--- config.mk ---
export PLATFORM = sky130hd
export DESIGN_NAME = lapd_mft
export DESIGN_NICKNAME = d
export VERILOG_FILES = /design/src/hw/lapd_pkg.sv /design/src/hw/lapd_mft.sv
export VERILOG_INCLUDE_DIRS = /design/src /design/src/hw
export SDC_FILE = /design/constraint.sdc
export NUM_CORES = 1
export LEC_CHECK = 0
export BUFFER_PORTS_ARGS = -buffer_cell sky130_fd_sc_hd__buf_2
export CORE_MARGIN = 2
export CORE_UTILIZATION = 60
export CTS_CLUSTER_SIZE = 30
export DETAILED_ROUTE_END_ITERATION = 10
export PLACE_DENSITY = 0.76
export SLEW_MARGIN = 10
export SYNTH_ARGS = -nofsm -noshare
export SYNTH_HDL_FRONTEND = slang
export SYNTH_SLANG_ARGS = --single-unit
--- constraint.sdc ---
create_clock -name sys_clk -period 5.7 [get_ports sys_clk]
set_clock_uncertainty 0.1 [all_clocks]
set_input_delay 0.57 -clock sys_clk [delete_from_list [all_inputs] [get_ports sys_clk]]
set_output_delay 0.57 -clock sys_clk [all_outputs]
set_load 0.02 [all_outputs]
--- src/hw/lapd_defines.svh ---
// Offsets, field positions, reset values and timing counts of the link entity.
// How it works
// - Same crossing SABME or DISC: send UA, enter state on peer UA.
// - Different crossing commands: send DM; DM F=1 gives TEI-assigned.
// - Every SABME or DISC we send carries P set to one.
// - DM with F=0 while our mode command is outstanding is ignored.
// - Data goes out as I frame N(S)=V(S), N(R)=V(R); V(S) steps after.
// - Sending an I frame starts T200 when it is idle.
// - No new I frame once V(S)=V(A)+k; retransmissions still allowed.
// - Own receiver busy does not stop our I frames.
// - Data requests during timer recovery are queued.
// - In-sequence I frame while not busy is delivered and V(R) steps.
// - In-sequence I frame with P=1 is answered RR or RNR with F=1.
// - With P=0 answer RR F=0 if nothing sendable, RNR F=0 if busy.
// - N(R) of every sent I or supervisory frame is current V(R).
// - Valid received N(R) acknowledges frames below it; V(A) takes N(R).
// - T200 resets on advancing N(R) in I, RR or RNR frames, with exceptions; REJ never resets it.
// - After a non-REJ reset, T200 restarts while frames stay unacked.
// - REJ: clear peer busy, rewind V(S), stop T200, answer poll.
// - REJ response with F=1 outside recovery raises an error indication.
// - REJ response F=1 in recovery rewinds, stops T200, leaves recovery.
// - Other REJ in recovery clears peer busy, loads V(A), answers poll.
// - Resend waits for a supervisory frame, is dropped under U frames.
// - All unacknowledged frames resend in order, then new ones follow.
// - No I frames while the peer signals receiver busy.
// - T200 expiry: recovery, poll below N200, re-establish at N200.
// - Sequence numbers wrap modulo 128.
`ifndef LAPD_DEFINES_SVH
`define LAPD_DEFINES_SVH

`define LAPD_OFF_CTRL   8'h00
`define LAPD_OFF_CFG    8'h04
`define LAPD_OFF_STAT   8'h08

`define LAPD_CTRL_BUSY  0
`define LAPD_CFG_K      6:0
`define LAPD_CFG_N200   11:8
`define LAPD_STAT_VS    6:0
`define LAPD_STAT_VR    14:8
`define LAPD_STAT_VA    22:16
`define LAPD_STAT_ST    26:24
`define LAPD_STAT_PB    28

`define LAPD_K_RST      7'h07
`define LAPD_N200_RST   4'h3
`define LAPD_SEQ_FULL   7'h7f

`define LAPD_CLK_KHZ    100000
`define LAPD_T200_MS    1000
`define LAPD_T200_CYC   (`LAPD_T200_MS * `LAPD_CLK_KHZ)

`endif

--- src/hw/lapd_pkg.sv ---
// Types shared by the link entity and its surroundings.
package lapd_pkg;
    typedef logic [6:0] lapd_seq_t;
    typedef enum logic [2:0] {
        FT_I, FT_RR, FT_RNR, FT_REJ, FT_SABME, FT_DISC, FT_UA, FT_DM
    } lapd_ft_e;
    typedef enum logic [2:0] {
        LS_TEI, LS_AWAIT_EST, LS_AWAIT_REL, LS_EST, LS_TR
    } lapd_ls_e;
endpackage
--- src/hw/lapd_mft.sv ---
// Multiple-frame transfer entity: mode setting, I frames, acks, T200, REJ.
`timescale 1ns/1ps
`include "lapd_defines.svh"
module lapd_mft import lapd_pkg::*; #(
    parameter int unsigned T200_CYC = `LAPD_T200_CYC
) (
    input  wire logic      sys_clk,
    input  wire logic      rstn,
    input  wire logic      psel,
    input  wire logic      penable,
    input  wire logic      pwrite,
    input  wire logic [7:0] paddr,
    input  wire logic [31:0] pwdata,
    output logic [31:0]    prdata,
    output logic           pready,
    output logic           pslverr,
    input  wire logic      dl_est_req,
    input  wire logic      dl_rel_req,
    input  wire logic      dl_data_req,
    input  wire logic [7:0] dl_data,
    output logic           dl_data_ack,
    output logic           dl_ind,
    output logic [7:0]     dl_ind_data,
    output logic           dl_est_ind,
    output logic           dl_est_conf,
    output logic           dl_rel_ind,
    output logic           dl_rel_conf,
    output logic           mdl_err,
    input  wire logic      rx_valid,
    input  wire lapd_ft_e  rx_type,
    input  wire logic      rx_cmd,
    input  wire logic      rx_pf,
    input  wire lapd_seq_t rx_ns,
    input  wire lapd_seq_t rx_nr,
    input  wire logic [7:0] rx_data,
    output logic           tx_valid,
    output lapd_ft_e       tx_type,
    output logic           tx_cmd,
    output logic           tx_pf,
    output lapd_seq_t      tx_ns,
    output lapd_seq_t      tx_nr,
    output logic [7:0]     tx_data,
    input  wire logic      tx_done
);
    // Sequence space is 7 bits, so all sums wrap by width.
    function automatic lapd_seq_t seq_add(lapd_seq_t a, lapd_seq_t b);
        return lapd_seq_t'(a + b);
    endfunction
    function automatic lapd_seq_t seq_dist(lapd_seq_t a, lapd_seq_t b);
        return lapd_seq_t'(b - a);
    endfunction

    logic        own_busy;
    lapd_seq_t   cfg_k;
    logic [3:0]  cfg_n200;
    lapd_ls_e    state;
    lapd_seq_t   vs, vr, va, hi, tail;
    logic        peer_busy, poll_out;
    logic [3:0]  rc;
    logic        t200_run;
    logic [31:0] t200_cnt;
    logic        pend_u, pend_u_cmd, pend_u_pf;
    lapd_ft_e    pend_u_type;
    logic        pend_s, pend_s_cmd, pend_s_pf;
    lapd_ft_e    pend_s_type;
    logic [7:0]  qmem [0:127];
    logic [31:0] rd_mux;
    logic        hit, acc, in_mf, numb, nr_ok, i_avail, rej_ok, expire;
    logic        t_rst;
    lapd_ft_e    s_kind;

    // APB slave: pready rises one cycle into the access phase.
    always_comb begin
        hit = 1'b1;
        rd_mux = 32'h0;
        case (paddr)
            `LAPD_OFF_CTRL: rd_mux[`LAPD_CTRL_BUSY] = own_busy;
            `LAPD_OFF_CFG: begin
                rd_mux[`LAPD_CFG_K] = cfg_k;
                rd_mux[`LAPD_CFG_N200] = cfg_n200;
            end
            `LAPD_OFF_STAT: begin
                rd_mux[`LAPD_STAT_VS] = vs;
                rd_mux[`LAPD_STAT_VR] = vr;
                rd_mux[`LAPD_STAT_VA] = va;
                rd_mux[`LAPD_STAT_ST] = state;
                rd_mux[`LAPD_STAT_PB] = peer_busy;
            end
            default: hit = 1'b0;
        endcase
    end

    always_ff @(posedge sys_clk or negedge rstn) begin
        if (!rstn) begin
            pready <= 1'b0;
            pslverr <= 1'b0;
            prdata <= 32'h0;
            own_busy <= 1'b0;
            cfg_k <= `LAPD_K_RST;
            cfg_n200 <= `LAPD_N200_RST;
        end else begin
            pready <= psel && penable && !pready;
            pslverr <= psel && penable && !pready && !hit;
            if (psel && penable && !pready)
                prdata <= hit && !pwrite ? rd_mux : 32'h0;
            if (psel && penable && pready && pwrite) begin
                if (paddr == `LAPD_OFF_CTRL)
                    own_busy <= pwdata[`LAPD_CTRL_BUSY];
                if (paddr == `LAPD_OFF_CFG) begin
                    cfg_k <= pwdata[`LAPD_CFG_K];
                    cfg_n200 <= pwdata[`LAPD_CFG_N200];
                end
            end
        end
    end

    always_comb begin
        in_mf = state == LS_EST || state == LS_TR;
        numb = rx_type inside {FT_I, FT_RR, FT_RNR, FT_REJ};
        nr_ok = seq_dist(va, rx_nr) <= seq_dist(va, hi);
        // Requests are taken in recovery too; they wait in the queue.
        acc = dl_data_req && !dl_data_ack && in_mf
              && seq_add(tail, 7'h01) != va;
        // A frame behind hi is a retransmission and ignores the window.
        i_avail = state == LS_EST && vs != tail && !peer_busy
                  && (vs != hi || seq_dist(va, vs) < cfg_k);
        s_kind = own_busy ? FT_RNR : FT_RR;
        rej_ok = !(tx_valid && tx_type inside
                   {FT_SABME, FT_DISC, FT_UA, FT_DM});
        expire = t200_run && t200_cnt == T200_CYC - 1;
        t_rst = (rx_nr != va && !poll_out
                 && !(rx_type == FT_I && peer_busy))
                || (rx_type == FT_REJ && rx_nr == va);
    end

    // Queue and retransmission store, indexed by sequence number.
    always_ff @(posedge sys_clk) begin
        if (acc)
            qmem[tail] <= dl_data;
    end

    always_ff @(posedge sys_clk or negedge rstn) begin
        if (!rstn) begin
            state <= LS_TEI;
            {vs, vr, va, hi, tail} <= '0;
            peer_busy <= 1'b0;
            poll_out <= 1'b0;
            rc <= 4'h0;
            t200_run <= 1'b0;
            t200_cnt <= 32'h0;
            pend_u <= 1'b0;
            pend_u_type <= FT_UA;
            pend_u_cmd <= 1'b0;
            pend_u_pf <= 1'b0;
            pend_s <= 1'b0;
            pend_s_type <= FT_RR;
            pend_s_cmd <= 1'b0;
            pend_s_pf <= 1'b0;
            tx_valid <= 1'b0;
            tx_type <= FT_RR;
            tx_cmd <= 1'b0;
            tx_pf <= 1'b0;
            tx_ns <= '0;
            tx_nr <= '0;
            tx_data <= 8'h00;
            dl_data_ack <= 1'b0;
            dl_ind <= 1'b0;
            dl_ind_data <= 8'h00;
            dl_est_ind <= 1'b0;
            dl_est_conf <= 1'b0;
            dl_rel_ind <= 1'b0;
            dl_rel_conf <= 1'b0;
            mdl_err <= 1'b0;
        end else begin
            dl_data_ack <= acc;
            dl_ind <= 1'b0;
            dl_est_ind <= 1'b0;
            dl_est_conf <= 1'b0;
            dl_rel_ind <= 1'b0;
            dl_rel_conf <= 1'b0;
            mdl_err <= 1'b0;
            if (acc)
                tail <= seq_add(tail, 7'h01);
            if (t200_run)
                t200_cnt <= t200_cnt + 32'h1;

            // Transmitter: hold a frame until tx_done, then pick the next.
            if (tx_valid && tx_done) begin
                tx_valid <= 1'b0;
                if (tx_type == FT_I) begin
                    if (vs == tx_ns)
                        vs <= seq_add(vs, 7'h01);
                    if (hi == tx_ns)
                        hi <= seq_add(hi, 7'h01);
                end
            end else if (!tx_valid) begin
                tx_nr <= vr;
                if (pend_u) begin
                    tx_valid <= 1'b1;
                    pend_u <= 1'b0;
                    tx_type <= pend_u_type;
                    tx_cmd <= pend_u_cmd;
                    tx_pf <= pend_u_pf;
                end else if (pend_s) begin
                    tx_valid <= 1'b1;
                    pend_s <= 1'b0;
                    tx_type <= pend_s_type;
                    tx_cmd <= pend_s_cmd;
                    tx_pf <= pend_s_pf;
                end else if (i_avail) begin
                    // Walks vs up to hi first, then on to new frames.
                    tx_valid <= 1'b1;
                    tx_type <= FT_I;
                    tx_cmd <= 1'b1;
                    tx_pf <= 1'b0;
                    tx_ns <= vs;
                    tx_data <= qmem[vs];
                    if (!t200_run) begin
                        t200_run <= 1'b1;
                        t200_cnt <= 32'h0;
                    end
                end
            end

            // Layer 3 mode requests.
            if (dl_est_req && state == LS_TEI) begin
                pend_u <= 1'b1;
                pend_u_type <= FT_SABME;
                pend_u_cmd <= 1'b1;
                pend_u_pf <= 1'b1;
                state <= LS_AWAIT_EST;
                rc <= 4'h0;
                t200_run <= 1'b1;
                t200_cnt <= 32'h0;
            end else if (dl_rel_req && in_mf) begin
                pend_u <= 1'b1;
                pend_u_type <= FT_DISC;
                pend_u_cmd <= 1'b1;
                pend_u_pf <= 1'b1;
                state <= LS_AWAIT_REL;
                rc <= 4'h0;
                t200_run <= 1'b1;
                t200_cnt <= 32'h0;
            end

            if (expire) begin
                t200_cnt <= 32'h0;
                case (state)
                    LS_AWAIT_EST, LS_AWAIT_REL: begin
                        if (rc == cfg_n200) begin
                            mdl_err <= 1'b1;
                            dl_rel_ind <= state == LS_AWAIT_EST;
                            dl_rel_conf <= state == LS_AWAIT_REL;
                            state <= LS_TEI;
                            t200_run <= 1'b0;
                        end else begin
                            rc <= rc + 4'h1;
                            pend_u <= 1'b1;
                            pend_u_cmd <= 1'b1;
                            pend_u_pf <= 1'b1;
                            pend_u_type <= state == LS_AWAIT_EST
                                           ? FT_SABME : FT_DISC;
                        end
                    end
                    LS_EST, LS_TR: begin
                        if (state == LS_TR && rc + 4'h1 >= cfg_n200) begin
                            mdl_err <= 1'b1;
                            state <= LS_AWAIT_EST;
                            rc <= 4'h0;
                            poll_out <= 1'b0;
                            pend_u <= 1'b1;
                            pend_u_type <= FT_SABME;
                            pend_u_cmd <= 1'b1;
                            pend_u_pf <= 1'b1;
                        end else begin
                            rc <= state == LS_TR ? rc + 4'h1 : 4'h0;
                            state <= LS_TR;
                            poll_out <= 1'b1;
                            pend_s <= 1'b1;
                            pend_s_type <= s_kind;
                            pend_s_cmd <= 1'b1;
                            pend_s_pf <= 1'b1;
                        end
                    end
                    default: t200_run <= 1'b0;
                endcase
            end

            if (rx_valid && numb && in_mf && nr_ok) begin
                va <= rx_nr;
                if (rx_type == FT_RNR)
                    peer_busy <= 1'b1;
                else if (rx_type != FT_I)
                    peer_busy <= 1'b0;
                if (t_rst && rx_type != FT_REJ) begin
                    t200_cnt <= 32'h0;
                    t200_run <= rx_nr != hi;
                end
                if (rx_type == FT_I) begin
                    if (!own_busy && rx_ns == vr) begin
                        vr <= seq_add(vr, 7'h01);
                        dl_ind <= 1'b1;
                        dl_ind_data <= rx_data;
                    end
                    // Own busy still sends I frames; only peer busy stops.
                    if (rx_pf || own_busy || !i_avail) begin
                        pend_s <= 1'b1;
                        pend_s_type <= s_kind;
                        pend_s_cmd <= 1'b0;
                        pend_s_pf <= rx_pf;
                    end
                end else if (rx_cmd && rx_pf) begin
                    pend_s <= 1'b1;
                    pend_s_type <= s_kind;
                    pend_s_cmd <= 1'b0;
                    pend_s_pf <= 1'b1;
                end
                if (state == LS_TR && rx_type inside {FT_RR, FT_RNR}
                    && !rx_cmd && rx_pf) begin
                    state <= LS_EST;
                    vs <= rx_nr;
                    poll_out <= 1'b0;
                    t200_cnt <= 32'h0;
                    t200_run <= rx_type == FT_RNR || rx_nr != hi;
                end
                if (rx_type == FT_REJ) begin
                    if (state == LS_EST) begin
                        if (rej_ok)
                            vs <= rx_nr;
                        t200_run <= 1'b0;
                        mdl_err <= !rx_cmd && rx_pf;
                    end else if (!rx_cmd && rx_pf) begin
                        if (rej_ok)
                            vs <= rx_nr;
                        t200_run <= 1'b0;
                        state <= LS_EST;
                        poll_out <= 1'b0;
                    end
                    // Any other REJ in recovery only clears peer busy, updates V(A) and answers a poll above.
                end
            end

            if (rx_valid && !numb) begin
                case (rx_type)
                    FT_SABME, FT_DISC: begin
                        pend_u <= 1'b1;
                        pend_u_cmd <= 1'b0;
                        pend_u_pf <= rx_pf;
                        pend_u_type <= FT_UA;
                        if (state == LS_AWAIT_EST)
                            pend_u_type <= rx_type == FT_SABME
                                           ? FT_UA : FT_DM;
                        else if (state == LS_AWAIT_REL)
                            pend_u_type <= rx_type == FT_DISC
                                           ? FT_UA : FT_DM;
                        else if (rx_type == FT_SABME) begin
                            {vs, vr, va, hi, tail} <= '0;
                            state <= LS_EST;
                            dl_est_ind <= 1'b1;
                            peer_busy <= 1'b0;
                            poll_out <= 1'b0;
                            t200_run <= 1'b0;
                        end else if (in_mf) begin
                            state <= LS_TEI;
                            dl_rel_ind <= 1'b1;
                            t200_run <= 1'b0;
                        end else
                            pend_u_type <= FT_DM;
                    end
                    FT_UA, FT_DM: begin
                        // DM with F=0 may be a crossing; ignore it.
                        if (rx_pf && state == LS_AWAIT_EST) begin
                            t200_run <= 1'b0;
                            if (rx_type == FT_UA) begin
                                {vs, vr, va, hi, tail} <= '0;
                                state <= LS_EST;
                                dl_est_conf <= 1'b1;
                            end else begin
                                state <= LS_TEI;
                                dl_rel_ind <= 1'b1;
                            end
                        end else if (rx_pf && state == LS_AWAIT_REL) begin
                            t200_run <= 1'b0;
                            state <= LS_TEI;
                            dl_rel_conf <= 1'b1;
                        end else if (rx_type == FT_UA && state == LS_TEI)
                            mdl_err <= 1'b1;
                    end
                    default: ;
                endcase
            end
        end
    end
endmodule

## Word level (Yosys, flattened, before mapping)

Memory sizes are Yosys's and may differ from the RTL's. A register that Yosys moved wholly into a read port is not among the register bits.
Cells that the tools add are included.

- Mux-type cells: 277
- $add $sub $neg: 9
- Reductions and logical operators: 74
- Equal/unequal tests: 29
- Bitwise gates (word level): 4
- Magnitude comparators: 3

Operator list:

| kind | count |
|---|---|
| 32-bit 2-to-1 mux | 13 |
| 7-bit 2-to-1 mux | 48 |
| 1-bit 2-to-1 mux | 152 |
| 3-bit 2-to-1 mux | 36 |
| 7-bit one-hot mux with 2 select lines | 5 |
| 1-bit logical AND | 36 |
| 7-bit inequality test | 5 |
| 32-bit by 1-bit adder with 32-bit output, second input constant | 1 |
| 32-bit by 27-bit equality test with 1-bit output, second input constant | 1 |
| 29-bit 2-to-1 mux | 1 |
| 7-bit by 1-bit adder with 7-bit output, second input constant | 4 |
| 7-bit equality test | 4 |
| 3-bit equality test, second input constant | 9 |
| 4-bit 2-to-1 mux | 6 |
| 7-bit subtractor | 3 |
| 3-bit one-hot mux with 2 select lines | 3 |
| 4-bit one-hot mux with 2 select lines | 2 |
| 1-bit one-hot mux with 2 select lines | 7 |
| 3-bit by 2-bit equality test with 1-bit output, second input constant | 4 |
| 1-bit zero test | 12 |
| 6-bit one-hot mux with 2 select lines | 1 |
| 3-bit zero test | 3 |
| 8-bit by 3-bit equality test with 1-bit output, second input constant | 1 |
| 8-bit by 4-bit equality test with 1-bit output, second input constant | 1 |
| other kinds (20) | 38 |

- Input port bits: 85
- Bits in writable memories: 1024
- Word-level logic and storage cells: 436
- Output and inout port bits: 77
- Register bits after elaboration: 170
- Memories: 1

Memory list:

| memory | depth | bits a word | rd ports | clocked after Yosys merged registers in | wr ports | RTL line | text |
|---|---|---|---|---|---|---|---|
| qmem | 128 | 8 | 1 | 1 | 1 | lapd_mft.sv:66 | `logic [7:0] qmem [0:127];` |

## Depth between registers and ports, before layout

Gate-level depths: netlist of run 1.

- Depth in word-level cells: 26
- Mapped depth: 24
- Gate-level depth less buffers: 18

## Least setup slack after synthesis of run 1

No wires, ideal clock.

- Kind: register to register
- Start point: register vs[0]
- End point: register tx_ns[2]
- Clock period less this slack: 4.581 ns
- Cell stages (with the launch flop): 24
- Buffers on the path: 8
- Data arrival time: 4.338 ns
- Slack: 1.119 ns
- Setup time: 0.143 ns
- Required time: 5.457 ns
- Cell sequence: dfrtp_1 -> buf_4 -> buf_6 -> buf_6 -> buf_6 -> buf_4 -> buf_4 -> inv_1 -> ha_1 -> inv_1 -> fa_1 -> a21o_1 -> a21oi_1 -> o21bai_1 -> a21oi_1 -> xnor2_1 -> ha_1 -> nand2_1 -> a2111oi_0 -> o211ai_1 -> nand3_1 -> clkbuf_1 -> clkbuf_1 -> o21ai_0

- Longest elaborated chain between the ends: 5
- Elaborated cells on any way between the ends: 9
- Those cells by class: 1 x add/sub; 1 x order compare; 2 x eq/ne; 5 x reduce/logical

Ends and longest elaborated chain:

| item | RTL line | text |
|---|---|---|
| from (decl) | lapd_mft.sv:57 | `lapd_seq_t vs, vr, va, hi, tail;` |
| from (signal assigned) | lapd_mft.sv:192 | `vs <= seq_add(vs, 7'h01);` |
| from (signal assigned) | lapd_mft.sv:321 | `vs <= rx_nr;` |
| from (signal assigned) | lapd_mft.sv:329 | `vs <= rx_nr;` |
| 7-bit subtractor or 7-bit inequality test (tied branches) | lapd_mft.sv:50, lapd_mft.sv:125 |  |
| 7-bit < comparator or 1-bit logical AND (tied branches) | lapd_mft.sv:126, lapd_mft.sv:125 |  |
| 1-bit logical OR or 1-bit logical AND (tied branches) | lapd_mft.sv:126, lapd_mft.sv:125 |  |
| 1-bit logical AND * | lapd_mft.sv:126 | `&& (vs != hi \|\| seq_dist(va, vs) < cfg_k);` |
| 5-bit AND reduction (no line) * | -- |  |
| to (signal assigned) | lapd_mft.sv:216 | `tx_ns <= vs;` |
| to (decl) | lapd_mft.sv:40 | `output lapd_seq_t tx_ns,` |

Every way passes the cells marked *; elsewhere a longest branch is shown, timed or not.
A chain may end at the register's enable or synchronous reset.

## Worst setup path in the final report of run 1

- Start point: register state[1]
- End point: memory qmem[44][4], enable pin

- Longest elaborated chain between the ends: 6
- Elaborated cells on any way between the ends: 7
- Those cells by class: 2 x eq/ne; 2 x mux; 3 x reduce/logical

Ends and longest elaborated chain:

| item | RTL line | text |
|---|---|---|
| from (decl) | lapd_mft.sv:56 | `lapd_ls_e state;` |
| from (signal assigned) | lapd_mft.sv:144 | `state <= LS_TEI;` |
| from (signal assigned) | lapd_mft.sv:231 | `state <= LS_AWAIT_EST;` |
| from (signal assigned) | lapd_mft.sv:240 | `state <= LS_AWAIT_REL;` |
| 3-bit by 2-bit equality test with 1-bit output or 3-bit equality test (tied branches) | lapd_mft.sv:118 | `in_mf = state == LS_EST \|\| state == LS_TR;` |
| 1-bit logical OR * | lapd_mft.sv:118 |  |
| 1-bit logical AND * | lapd_mft.sv:122 | `acc = dl_data_req && !dl_data_ack && in_mf` |
| 1-bit logical AND * | lapd_mft.sv:123 | `&& seq_add(tail, 7'h01) != va;` |
| 1-bit 2-to-1 mux * | lapd_mft.sv:138 | `if (acc)` |
| 1-bit 2-to-1 mux (not written as such) * | lapd_mft.sv:139 | `qmem[tail] <= dl_data;` |
| to (decl) | lapd_mft.sv:66 |  |

Marks and branches as above.

==> flow_summary.ini, run 1 <==
[placed_design]
dp_worst_setup_slack_ps = 955.7
gp_congestion = 0.9305
hpwl_mm = 75.04
dp.cells = 4006
placement.io_buffers = 133

[route]
route.detailed.drc = 0
viasPerCell = 6.672
firstDrtPassIters = 6
wl_per_cell_um = 28.84
detail-route-antenna-nets = 0
vias = 28270
drt-initial-drc-count = 3432
finalWirelength_mm = 122.2

[clocking]
clockRootBuffer = clkbuf_16
clock_sinks = 1195
h-tree-depth = 3
cts_hold_buffers = 13
cts_buffers = 115
clkTransAtPathRegs_ps = 60
cts_resized = 0
clk_latency_ps = 690
clk_path_buf_depth = 3
cts_tree = yes
cts_setup_buffers = 0

[grt]
grt_max_degree = 107
grt_remaining_overflow = 0
antenna_found_initial = 3
grt_first_pass_wirelength_mm = 182.4
grt_pass1_vias = 28260
grt.total_usage_pct = 28.95

[critical_path]
slowest_stage = or4b_2
critical_path_class = reg2reg
cp.required_ps = 5910
critPathMaxStageDelay_ps = 1150
start_kind = flip-flop
path_cells = nand3b_1 > and2_1 > nor3b_2 > o21ai_2 > or4b_2 > nor2_1
critPathArrivalTime_ps = 4830
endpoint_kind = flip-flop
crit_fanout = 16

[synthesis]
async_flop_share_pct = 14.31
synth_area_um2 = 49640
synth_top_cell_by_area = edfxtp_1
yosys-top-cells-area = edfxtp_1 62%, mux4_2 10%, dfrtp_1 8.2%
seq_area_frac_synth_pct = 70.59
synthFlopType = edfxtp_1
synthDominantCellAreaShare_pct = 61.95
postSynthCellCount = 2921
synth_area_per_cell_um2 = 16.99
ys_top_cells_by_count = 1,024 x edfxtp_1, 250 x nor2_1, 227 x mux4_2, 162 x dfrtp_1, 120 x nand2_1
yosysMostFrequentCell = edfxtp_1
ys_warn_count = 0
ys_types = 83
ys_ff_latch = 1195
synth_edf_count = 1024

[floorplan]
core_um2 = 81980
rows = 105
start_util_pct = 60.55
die_w_um = 291.6
io_pins = 162
die_height_um = 291.6
fp.dieArea_um2 = 85050

[pwr]
p_comb_share_pct = 23.7
switchingPower_w = 0.006815
leakagePower_nw = 18.70
peakVddDrop_uv = 439.1
netSwitchingFraction_pct = 29.63
clkPwrFrac_pct = 32.8
p_int_w = 0.01618
pwr-share-seq_pct = 43.5
p_per_area_nw_per_um2 = 417.3

[sta]
slew-limit-headroom_pct = 25.40
finalCritPeriodShare_pct = 81.12
worst_pin_slew_ps = 1114
hold_viol = 0
tns_ps = 0
rsz0062_at_grt = false
setup_ws_ps = 1076
fmax_mhz = 216.3
drv_slew = 0
finalCriticalPeriod_ps = 4624
setup_viol = 0

[layout]
nFillCells = 5236
stdcell_count = 4237
finalNetCount = 3196
final_layout_size_suffix_gt1_share_pct = 20.40
regArea_um2 = 35050
multi_input_area_um2 = 13490
antenna_cells = 0
syn_to_final_growth_pct = 11.02

[worst_hold_path]
hold_path_class = in2reg

[run]
cap_violations = 0

[run_status]
status = finished, final reports clean
## layout make-up
class	instances	area share (%)
Sequential cell	1195	63.61
Clock buffer	157	5.728
Clock inverter	61	1.103
Inverter	59	0.4019
Multi-Input combinational cell	1497	24.48
Tap cell	1070	2.429
Timing Repair Buffer	198	2.245
## placed cells by master (no fill, tap or decap), drive strengths merged, types with 42 or more instances in the layout
cell    instances
mux4          227
nand3          55
xor2           60
nor2          250
o21ai          61
inv            61
clkinv         45
buf           185
edfxtp       1024
mux2i          86
dfrtp         162
a21oi          76
ha             42
clkbuf        157
nand2         120
xnor2          62
## metal layers
layer	up-vias	global-route usage [%]	share of wire, %
met5	-	0	0.024
met2	1830	45.92	48
met4	4	10.27	3.6
li1	11820	-	-
met1	14330	39.68	38
met3	294	7.155	11
## stage by stage
step	area (um^2)	hold WS (ps)	total power, W	util, %
floorplan	49660	174.4	0.01380	-
global placement	51200	356.4	0.01540	62.46
detailed placement	51200	366.1	0.01551	62.46
CTS	55100	0.7013	0.02300	67.21
global route	55110	11.30	0.02374	67.22
finish	55110	23.95	0.02300	67.22
## registers in the layout, summed over array words and instances (netlist names), 8 cells and up
name,flops
qmem,1024
tx_data,8
dl_ind_data,8
prdata,25
t200_cnt,32
## path summary, 6_finish.rpt
path / startpoint / slack (ps) / end / cells past startpoint
max: state[1] / 1080 / qmem[44][4] / 6
min: rx_data[5] / 20 / dl_ind_data[5] / 2
max reg2reg: state[1] / 1080 / qmem[44][4] / 6
min reg2reg: pend_u_type[1] / 380 / pend_u_type[1] / 2
max in group asynchronous: rstn / 3860 / vs[2] / 3
min in group asynchronous: rstn / 330 / prdata[11] / 2
## kinds of logic (layout without fill, tap and decap cells)
logic type | Yosys count | count (layout) | synth area share [%]
AOI/OAI and AO/OA | 388 | 388 | 5.422
xor gates and xnor gates | 122 | 122 | 2.168
adders and majority gates | 45 | 45 | 1.180
buffers and inverters | 235 | 475 | 2.327
DFF | 1195 | 1195 | 70.59
muxes | 340 | 340 | 12.65
other | 1 | 7 | 0.007555
and+or+nand+nor | 595 | 595 | 5.659
## worst max-delay path: cells and delay by family (launching register included)
family / cells / cell delay, ps
compound gates: 1 / 260
simple gates: 5 / 3190
flops: 1 / 700
## power by group through the flow
stage	registers [W]	clock network, W	logic [W]
finish	0.00999	0.00755	0.00545
global route	0.0100	0.00793	0.00579
CTS	0.00997	0.00760	0.00543
detailed placement	0.0102	0	0.00536
global placement	0.0101	0	0.00526
floorplan	0.0100	0	0.00377
No activity file was read; power rests on OpenSTA's default activity.
==> inputs of run 2 (changes only) <==
Clock period 5.7 ns to 4.3 ns, I/O delays scaled along.
==> flow_summary.ini, run 2 (synthesized netlist as in run 1, its figures left out) <==
[run_status]
status = finished, final reports clean

[critical_path]
critPathMaxStageDelay_ps = 680
crit_family = compound AO/OA/AOI/OAI gates
slowest_stage = buf_4
endpoint_kind = flip-flop
start_kind = flip-flop
cp.required_ps = 4760
path_cells = buf_12 > buf_4 > mux4_2 > and2_1 > a211oi_1 > nor4_1 > a2111oi_0 > nor3_1
critical_path_class = reg2reg
crit_buf_inv = 2
crit_fanout = 73
critPathArrivalTime_ps = 4530

[sta]
tns_ps = 0
fmax_mhz = 245.5
drv_slew = 0
hold_viol = 0
finalCriticalPeriod_ps = 4074
worst_pin_slew_ps = 1286
setup_viol = 0
slew-limit-headroom_pct = 14.26
rsz0062_at_grt = false
finalCritPeriodShare_pct = 94.75

[route]
viasPerCell = 6.620
route.detailed.drc = 0
detail-route-antenna-nets = 0
drt-initial-drc-count = 3495
wl_per_cell_um = 28.42
firstDrtPassIters = 7
vias = 29080
finalWirelength_mm = 124.9

[floorplan]
io_pins = 162
die_height_um = 291.6
fp.dieArea_um2 = 85050
die_w_um = 291.6
start_util_pct = 60.55
rows = 105
core_um2 = 81980

[grt]
grt.total_usage_pct = 29.41
grt_max_degree = 108
grt_first_pass_wirelength_mm = 185.2
antenna_found_initial = 3
grt_remaining_overflow = 0
grt_pass1_vias = 29290

[layout]
mostFrequentLayoutCells = 1,024 x edfxtp_1, 250 x nor2_1, 227 x mux4_2
syn_to_final_growth_pct = 13.97
largest_registers = qmem: 1024 flops, t200_cnt: 32 flops, prdata: 25 flops
largest_register_ffs = 1024
finalNetCount = 3358
antenna_cells = 0
final_layout_size_suffix_gt1_share_pct = 23.89
regMostFlops = qmem
final_common_cell = edfxtp_1

[pwr]
finalPower_w = 0.03088
leakagePower_nw = 19.60
p_per_area_nw_per_um2 = 545.8
peakVddDrop_uv = 477.0

[placed_design]
hpwl_mm = 77.05
gp_congestion = 0.9130
placement.io_buffers = 133

[clocking]
clk_path_buf_depth = 3
cts_tree = yes
cts_buffers = 112
clk_latency_ps = 700
clock_sinks = 1195
clkTransAtPathRegs_ps = 60
clockRootBuffer = clkbuf_16
h-tree-depth = 3

[worst_hold_path]
hold_path_class = in2reg

[run]
cap_violations = 0
## run 2: cell count changes in the layout (fill, tap and decap cells not counted), sizes merged, moves of 8 or more
cell	delta
dlygate4sd3	+23
bufinv	+8
clkinv	+9
buf	+142
clkbuf	-30
## run 2: metal layers
layer	GRT usage [%]	vias to the layer above	share of wire [%]
met5	0	-	0.013
met4	11.68	4	4.0
met3	6.508	314	11
met2	46.90	1856	48
met1	40.05	14790	37
li1	-	12120	-
## run 2: timing repair
item / 4_1_cts / 5_1_grt
hold buffers: 36 / 0
gates resized for setup: 0 / 1
endpoints found under the setup margin: 0 / 35
endpoints found under the hold margin: 101 / 0
buffers inserted: 0 / 1
## run 2: cell type report
class / count / area [um^2]
Timing Repair Buffer: 363 / 2646
Fill cell: 5098 / 25410
Clock inverter: 82 / 925.9
Tap cell: 1070 / 1339
Multi-Input combinational cell: 1497 / 13500
Inverter: 59 / 221.5
Clock buffer: 127 / 2889
Sequential cell: 1195 / 35050
## run 2: stage by stage
stage          hold WS (ps)  cell area [um^2]  cells  utilization (%)  worst slack (ps)
5_1_grt               34.37             56570   4393            69.01             6.084
3_5_place_dp          368.4             52390   4147            63.91             183.1
2_1_floorplan         34.41             49710   2927                -             1.405
4_1_cts               9.414             56560   4392            69.00             145.6
3_3_place_gp          354.6             52390   4147            63.91             198.3
6_report              47.49             56570   4393            69.01             225.9
## run 2: path summary, 6_finish.rpt
kind	slack, ps	end	start	depth (start not counted)
worst max-delay path	230	tx_data[0]	vs[0]	8
worst min-delay path	50	dl_rel_conf	rx_valid	3
worst max register to register	230	tx_data[0]	vs[0]	8
worst min register to register	380	pend_u_type[1]	pend_u_type[1]	2
max in group asynchronous	2910	cfg_k[2]	rstn	3
min in group asynchronous	220	prdata[13]	rstn	2
## run 2: worst min-delay path, delay by kind of cell
family / cells / cell delay (ps)
compound gates: 1 / 90
buf+inv: 1 / 140
simple gates: 1 / 120
## run 2: power by group
| group | switching (W) | total [W] | internal (W) | leakage (nW) |
|---|---|---|---|---|
| registers | 0.000344 | 0.0132 | 0.0128 | 11.5 |
| clock network | 0.00436 | 0.0102 | 0.00587 | 1.85 |
| logic | 0.00439 | 0.00750 | 0.00311 | 6.30 |
| total | 0.00909 | 0.0309 | 0.0218 | 19.6 |
